### config.mk
export PLATFORM = sky130hd
export DESIGN_NAME = pirq_top
export DESIGN_NICKNAME = d
export VERILOG_FILES = /design/src/pirq_pkg.sv /design/src/pirq_route.sv /design/src/pirq_irq_status.sv /design/src/pirq_top.sv
export SDC_FILE = /design/constraint.sdc
export NUM_CORES = 1
export LEC_CHECK = 0
export BUFFER_PORTS_ARGS = -buffer_cell sky130_fd_sc_hd__buf_2
export CORE_MARGIN = 8
export CORE_UTILIZATION = 49
export CTS_CLUSTER_DIAMETER = 50
export DETAILED_ROUTE_END_ITERATION = 7
export PLACE_DENSITY = 0.75
export SLEW_MARGIN = 0
export SYNTH_ARGS = -nofsm -noshare
export SYNTH_HDL_FRONTEND = slang
export SYNTH_HIERARCHICAL = 1
export SYNTH_SLANG_ARGS = --single-unit
### constraint.sdc
create_clock -name clk -period 4.19 [get_ports clk]
set_input_delay 0.419 -clock clk [delete_from_list [all_inputs] [get_ports clk]]
set_output_delay 0.419 -clock clk [all_outputs]
set_load 0.1 [all_outputs]
### src/pirq_pkg.sv
// Constants shared by the peripheral interrupt enable and priority block.
// Assumes one 100 MHz clock and a simple strobe register port.
package pirq_pkg;

  localparam int ADDR_W = 4;
  localparam int DATA_W = 8;
  localparam int SRC_W  = 8;

  // Register index map
  localparam logic [ADDR_W-1:0] OFS_ENABLE_B   = 4'h0;
  localparam logic [ADDR_W-1:0] OFS_PRIORITY_A = 4'h1;
  localparam logic [ADDR_W-1:0] OFS_PRIORITY_B = 4'h2;
  localparam logic [ADDR_W-1:0] OFS_PRIORITY_C = 4'h3;
  localparam logic [ADDR_W-1:0] OFS_RESET_CTRL = 4'h4;
  localparam logic [ADDR_W-1:0] OFS_IRQ_STATUS = 4'h5;
  localparam logic [ADDR_W-1:0] OFS_IRQ_MASK   = 4'h6;

  // Reset values
  localparam logic [DATA_W-1:0] RST_ENABLE_B   = 8'h00;
  localparam logic [DATA_W-1:0] RST_PRIORITY_A = 8'hff;
  localparam logic [DATA_W-1:0] RST_PRIORITY_B = 8'hcb;
  localparam logic [DATA_W-1:0] RST_PRIORITY_C = 8'hff;
  localparam logic              RST_LEVELS_ON  = 1'b0;

  // Writable bits; the rest hold their reset value and read as such
  localparam logic [DATA_W-1:0] WR_MASK_ENABLE_B   = 8'hcf;
  localparam logic [DATA_W-1:0] IMPL_MASK_PRIORITY_B = 8'hcb;

  // Field positions
  localparam int BIT_LEVELS_ON   = 7;
  localparam int BIT_RECEIVER2   = 5;
  localparam int BIT_TRANSMIT2   = 4;
  localparam int BIT_EV_HIGH     = 0;
  localparam int BIT_EV_LOW      = 1;
  localparam int EV_W            = 2;

  localparam logic [EV_W-1:0]   RST_IRQ_STATUS = 2'h0;
  localparam logic [EV_W-1:0]   RST_IRQ_MASK   = 2'h0;

endpackage : pirq_pkg

### src/pirq_route.sv
// Per-source gating and level routing for one group of sources.
// Assumes flags, enables and priorities all come from the same clock.
`timescale 1ns/1ns
module pirq_route #(
  parameter int N = 8
) (
  input  wire logic [N-1:0] flag,
  input  wire logic [N-1:0] enable,
  input  wire logic [N-1:0] prio,
  input  wire logic         levelsOn,
  output logic      [N-1:0] highOut,
  output logic      [N-1:0] lowOut
);

  logic [N-1:0] gated;

  assign gated = flag & enable;

  // Single level: every source lands on the high output
  assign highOut = levelsOn ? (gated & prio) : gated;
  assign lowOut  = levelsOn ? (gated & ~prio) : '0;

endmodule : pirq_route

### src/pirq_irq_status.sv
// Sticky event status with write-one-to-clear.
// Assumes events and clears are on the same clock.
`timescale 1ns/1ns
module pirq_irq_status
  import pirq_pkg::*;
#(
  parameter int W = 2
) (
  input  wire logic         clk,
  input  wire logic         resetn,
  input  wire logic [W-1:0] event_in,
  input  wire logic         clrWr,
  input  wire logic [W-1:0] clrData,
  output logic      [W-1:0] status
);

  // Set wins over clear so a same-cycle event is not lost
  always_ff @(posedge clk or negedge resetn) begin
    if (!resetn) begin
      status <= '0;
    end else begin
      status <= (status & ~(clrWr ? clrData : '0)) | event_in;
    end
  end
endmodule : pirq_irq_status

### src/pirq_top.sv
// Peripheral interrupt enable and priority block, register side and routing.
// Assumes peripheral flags are synchronous to clk; strobes last one cycle.
`timescale 1ns/1ns
module pirq_top
  import pirq_pkg::*;
(
  input  wire logic              clk,
  input  wire logic              resetn,
  input  wire logic [ADDR_W-1:0] addr,
  input  wire logic [DATA_W-1:0] wrData,
  input  wire logic              wrStb,
  input  wire logic              rdStb,
  output logic      [DATA_W-1:0] rdData,
  input  wire logic [SRC_W-1:0]  grpAFlag,
  input  wire logic [SRC_W-1:0]  grpAEnable,
  input  wire logic [SRC_W-1:0]  grpBFlag,
  input  wire logic [SRC_W-1:0]  grpBEnable,
  input  wire logic [SRC_W-1:0]  grpCFlag,
  output logic                   highReq,
  output logic                   lowReq,
  output logic                   irq
);

  logic [DATA_W-1:0] periphIntEnableB;
  logic [DATA_W-1:0] periphIntPriorityA;
  logic [DATA_W-1:0] periphIntPriorityB;
  logic [DATA_W-1:0] periphIntPriorityC;
  logic              priorityLevelsOn;
  logic [EV_W-1:0]   irqMask;
  logic [EV_W-1:0]   irqStatus;
  logic [EV_W-1:0]   events;
  logic [SRC_W-1:0]  hiA;
  logic [SRC_W-1:0]  loA;
  logic [SRC_W-1:0]  hiB;
  logic [SRC_W-1:0]  loB;
  logic [SRC_W-1:0]  hiC;
  logic [SRC_W-1:0]  loC;
  logic              next_highReq;
  logic              next_lowReq;
  logic [DATA_W-1:0] next_rdData;
  logic              wrEnB;
  logic              wrPrA;
  logic              wrPrB;
  logic              wrPrC;
  logic              wrRst;
  logic              wrSta;
  logic              wrMsk;
  logic              maskedAny;
  logic              anyFlag;

  assign wrEnB = wrStb && (addr == OFS_ENABLE_B);
  assign wrPrA = wrStb && (addr == OFS_PRIORITY_A);
  assign wrPrB = wrStb && (addr == OFS_PRIORITY_B);
  assign wrPrC = wrStb && (addr == OFS_PRIORITY_C);
  assign wrRst = wrStb && (addr == OFS_RESET_CTRL);
  assign wrSta = wrStb && (addr == OFS_IRQ_STATUS);
  assign wrMsk = wrStb && (addr == OFS_IRQ_MASK);

  // Enable B: receiver 2 and transmitter 2 enables stay at zero
  always_ff @(posedge clk or negedge resetn) begin
    if (!resetn) begin
      periphIntEnableB <= RST_ENABLE_B;
    end else if (wrEnB) begin
      periphIntEnableB <= wrData & WR_MASK_ENABLE_B;
    end
  end

  always_ff @(posedge clk or negedge resetn) begin
    if (!resetn) begin
      periphIntPriorityA <= RST_PRIORITY_A;
    end else if (wrPrA) begin
      periphIntPriorityA <= wrData;
    end
  end

  // Unimplemented priority B bits are forced to zero
  always_ff @(posedge clk or negedge resetn) begin
    if (!resetn) begin
      periphIntPriorityB <= RST_PRIORITY_B;
    end else if (wrPrB) begin
      periphIntPriorityB <= wrData & IMPL_MASK_PRIORITY_B;
    end
  end

  // Third priority register serves the enable B sources
  always_ff @(posedge clk or negedge resetn) begin
    if (!resetn) begin
      periphIntPriorityC <= RST_PRIORITY_C;
    end else if (wrPrC) begin
      periphIntPriorityC <= wrData;
    end
  end

  // Only bit 7 of reset control lives here; cause flags read zero
  always_ff @(posedge clk or negedge resetn) begin
    if (!resetn) begin
      priorityLevelsOn <= RST_LEVELS_ON;
    end else if (wrRst) begin
      priorityLevelsOn <= wrData[BIT_LEVELS_ON];
    end
  end

  always_ff @(posedge clk or negedge resetn) begin
    if (!resetn) begin
      irqMask <= RST_IRQ_MASK;
    end else if (wrMsk) begin
      irqMask <= wrData[EV_W-1:0];
    end
  end

  pirq_route #(.N(SRC_W)) u_route_a (
    .flag     (grpAFlag),
    .enable   (grpAEnable),
    .prio     (periphIntPriorityA),
    .levelsOn (priorityLevelsOn),
    .highOut  (hiA),
    .lowOut   (loA)
  );

  pirq_route #(.N(SRC_W)) u_route_b (
    .flag     (grpBFlag & IMPL_MASK_PRIORITY_B),
    .enable   (grpBEnable),
    .prio     (periphIntPriorityB),
    .levelsOn (priorityLevelsOn),
    .highOut  (hiB),
    .lowOut   (loB)
  );

  pirq_route #(.N(SRC_W)) u_route_c (
    .flag     (grpCFlag),
    .enable   (periphIntEnableB),
    .prio     (periphIntPriorityC),
    .levelsOn (priorityLevelsOn),
    .highOut  (hiC),
    .lowOut   (loC)
  );

  assign next_highReq = |{hiA, hiB, hiC};
  assign next_lowReq  = |{loA, loB, loC};

  // Registered so the core sees glitch-free levels, one cycle late
  always_ff @(posedge clk or negedge resetn) begin
    if (!resetn) begin
      highReq <= 1'b0;
      lowReq  <= 1'b0;
    end else begin
      highReq <= next_highReq;
      lowReq  <= next_lowReq;
    end
  end

  // A request level rising is the event software hears about
  assign events[BIT_EV_HIGH] = next_highReq && !highReq;
  assign events[BIT_EV_LOW]  = next_lowReq && !lowReq;

  pirq_irq_status #(.W(EV_W)) u_status (
    .clk      (clk),
    .resetn   (resetn),
    .event_in (events),
    .clrWr    (wrSta),
    .clrData  (wrData[EV_W-1:0]),
    .status   (irqStatus)
  );

  assign maskedAny = |(irqStatus & irqMask);
  // Only the assertions read this; it names the raw flag activity
  assign anyFlag   = |{grpAFlag, grpBFlag, grpCFlag};

  always_ff @(posedge clk or negedge resetn) begin
    if (!resetn) begin
      irq <= 1'b0;
    end else begin
      irq <= maskedAny;
    end
  end

  always_comb begin
    next_rdData = '0;
    if (rdStb) begin
      case (addr)
        OFS_ENABLE_B:   next_rdData = periphIntEnableB;
        OFS_PRIORITY_A: next_rdData = periphIntPriorityA;
        OFS_PRIORITY_B: next_rdData = periphIntPriorityB;
        OFS_PRIORITY_C: next_rdData = periphIntPriorityC;
        OFS_RESET_CTRL: next_rdData = {priorityLevelsOn, 7'h00};
        OFS_IRQ_STATUS: next_rdData = {6'h00, irqStatus};
        OFS_IRQ_MASK:   next_rdData = {6'h00, irqMask};
        default:        next_rdData = '0;
      endcase
    end
  end

  // Read data stand only in the cycle after the strobe
  always_ff @(posedge clk or negedge resetn) begin
    if (!resetn) begin
      rdData <= '0;
    end else begin
      rdData <= next_rdData;
    end
  end
endmodule : pirq_top

==> impl_metrics.py <==
metrics = {
    "critical_path": {
        "crit_path_start_kind": "flop",
        "path_class": "reg -> reg",
        "crit_slowest_cell": "dfrtp_1",
        "cp_num_buf_inv": 0,
        "crit_path_max_incr_delay_ns": 1.14,
        "cp.required_ns": 4.38,
        "critical-path-top-delay-family": "flip-flops",
        "cp_max_fo": 50,
        "arrival_ns": 2.58,
        "worstSetupEndpointType": "flop",
        "critical_path.cell_chain": "a21oi_1, nor4_1, and4_1, a31oi_1, a21o_1",
        "worst-r2r-setup-slack_ns": 1.80,
    },
    "sta": {
        "fin_ws_ns": 1.804,
        "slew_violations": 0,
        "fin_crit_ns": 2.386,
        "hold_violations": 0,
        "tightest_slew_ns": 1.202,
        "fmax_ghz": 0.4191,
        "relSlewSlack_pct": 19.86,
        "rsz0062_at_grt": "false",
        "fin_crit_sh_pct": 56.95,
        "timing.hold.ws_ns": 0.2623,
        "clock_skew_ns": 0.006366,
        "setup_viol": 0,
        "tns_ns": 0,
    },
    "power_and_ir_drop": {
        "ir_drop_mv": 0.1941,
        "p_per_area_mw_per_mm2": 416.9,
        "power_leakage_nw": 1.378,
    },
    "clocking": {
        "ctsHoldBuffers": 0,
        "post_cts_resized": 0,
        "cts.path.max_buffers": 2,
        "root_buffer": "clkbuf_8",
        "clkLatencyLatePin_ns": 0.29,
        "cts_buffers": 5,
        "path_clk_slew_ns": 0.08,
        "cts_max_level": 2,
        "clkSinkCount": 43,
        "cts_setup_buffers": 0,
        "tritoncts": "built",
    },
    "drt": {
        "postRouteAntennaNets": 0,
        "wirelength_mm": 6.445,
        "drt_iter0_drc": 125,
        "drcViolationCount": 0,
        "vias_per_cell": 5.474,
        "vias": 2146,
        "wl_per_cell_um": 16.44,
        "firstDrtPassIters": 4,
    },
    "synthesis": {
        "ys_warn_count": 6,
        "syn_inst": 251,
        "synth.avg_cell_area_um2": 10.47,
        "synth_ff_type": "dfrtp_1",
        "synth_area_mm2": 0.002628,
        "yosysUniqueCellTypes": 35,
        "synth-seq-cells": 43,
        "synth-async-reset-ratio_pct": 100.0,
        "seq_area_frac_synth_pct": 41.95,
        "synth-edff-count": 0,
    },
    "die": {
        "ioPinCount": 67,
        "fp.dieW_um": 89.23,
        "die_h_um": 89.23,
        "die_area_mm2": 0.007961,
        "core.rowCount": 26,
        "core_area_mm2": 0.005140,
        "start_util_pct": 51.12,
    },
    "final_layout": {
        "n_fill_cell": 480,
        "fin_util_pct": 59.74,
        "area_growth_pct": 16.86,
        "nets": 377,
        "drive_above_1_share_pct": 45.65,
        "antenna-diode-count": 0,
        "seq_area_mm2": 0.001102,
        "final_cell_count_no_fill": 392,
        "multiInputGateArea_mm2": 0.001394,
    },
    "min_path": {
        "worstHoldPathType": "in -> async",
    },
    "placed_design": {
        "io_buffers": 63,
        "gp_congestion": 0.8699,
        "dp_hpwl_mm": 4.943,
        "dp.cells": 384,
        "place_ws_ns": 1.802,
    },
    "global_route": {
        "grt.total_usage_pct": 17.15,
        "gr-total-overflow": 0,
        "grt_max_degree": 51,
        "grt_pass1_wl_mm": 10.49,
        "grt_pass1_vias": 2224,
        "antenna_found_initial": 0,
    },
    "flow_run": {
        "drv_cap": 0,
    },
    "status": {
        "status": "finished, final reports clean",
    },
}
## sequential cells by signal, summed over array words and instances (netlist names)
name / flops
highReq: 1
irq: 1
irqMask: 2
lowReq: 1
periphIntEnableB: 6
periphIntPriorityA: 8
periphIntPriorityB: 5
periphIntPriorityC: 8
priorityLevelsOn: 1
rdData: 8
u_status/status: 2
## stage by stage
step / total power [mW] / instance area, um^2
after floorplan: 0.9206 / 2665
final: 1.280 / 3070
after CTS: 1.284 / 3070
after global placement: 1.011 / 2989
after detailed placement: 1.026 / 2989
after global routing: 1.354 / 3070
## layout by cell type, fill, tap and decap left out, types with 3 or more instances in the layout
cell and count:
a21oi_1 25, a22oi_1 3, and4b_1 3, buf_2 63
clkbuf_8 5, conb_1 11, dfrtp_1 22, dfstp_2 21
inv_1 24, mux2_2 31, mux2i_1 5, nand2_1 28
nand3_1 3, nand3b_1 6, nor2_1 6, nor3b_1 8
nor3b_2 19, nor4_1 12
## power by group
part | internal (mW) | switching (mW) | total, mW
clock network | 0.117 | 0.142 | 0.259
logic | 0.168 | 0.212 | 0.380
registers | 0.535 | 0.106 | 0.641
total | 0.820 | 0.460 | 1.28
## kinds of logic after synthesis
group | synth area share, %
and+or+nand+nor | 25.05
DFF | 41.95
AOI/OAI and AO/OA | 9.524
muxes | 16.90
buffers and inverters | 6.428
other | 0.1427
## layout make-up
class | instances | area share, %
Multi-Input combinational cell | 184 | 45.40
Inverter | 24 | 2.934
Timing Repair Buffer | 63 | 10.27
Tap cell | 70 | 2.852
Sequential cell | 43 | 35.90
Clock inverter | 1 | 0.1630
Clock buffer | 7 | 2.486
## layer usage
layer / vias up / global-route usage (%) / share of wire, %
li1: 1042 / - / -
met5: - / 0 / 0
met4: 0 / 3.474 / 0.20
met2: 80 / 28.96 / 50
met3: 2 / 4.136 / 8.1
met1: 1022 / 21.68 / 42
## synth_stat cells (5+ instances only)
cell type  number  share of area (%)
nor3b_1         8                2.3
mux2i_1         5                1.9
nor3b_2        19                9.0
dfstp_2        21                 21
mux2_2         31                 13
nor4_1         12                2.9
nor2_1          6               0.86
nand2_1        28                4.0
nand3b_1        6                1.7
a21oi_1        25                4.8
dfrtp_1        22                 21
inv_1          24                3.4
## worst paths after layout
check,start,endpoint,depth (start not counted)
max reg2reg,priorityLevelsOn$_DFFE_PN0P_,u_status/status[0]$_DFF_PN0_,5
min,resetn,periphIntEnableB[6]$_DFFE_PN0P_,1
min in group clk,wrData[5],periphIntPriorityA[5]$_DFFE_PN1P_,2
max,priorityLevelsOn$_DFFE_PN0P_,u_status/status[0]$_DFF_PN0_,5
min reg2reg,irqMask[0]$_DFFE_PN0P_,irq$_DFF_PN0_,1
max in group asynchronous,resetn,rdData[7]$_DFF_PN0_,1
(Power assumes the default switching activity.)
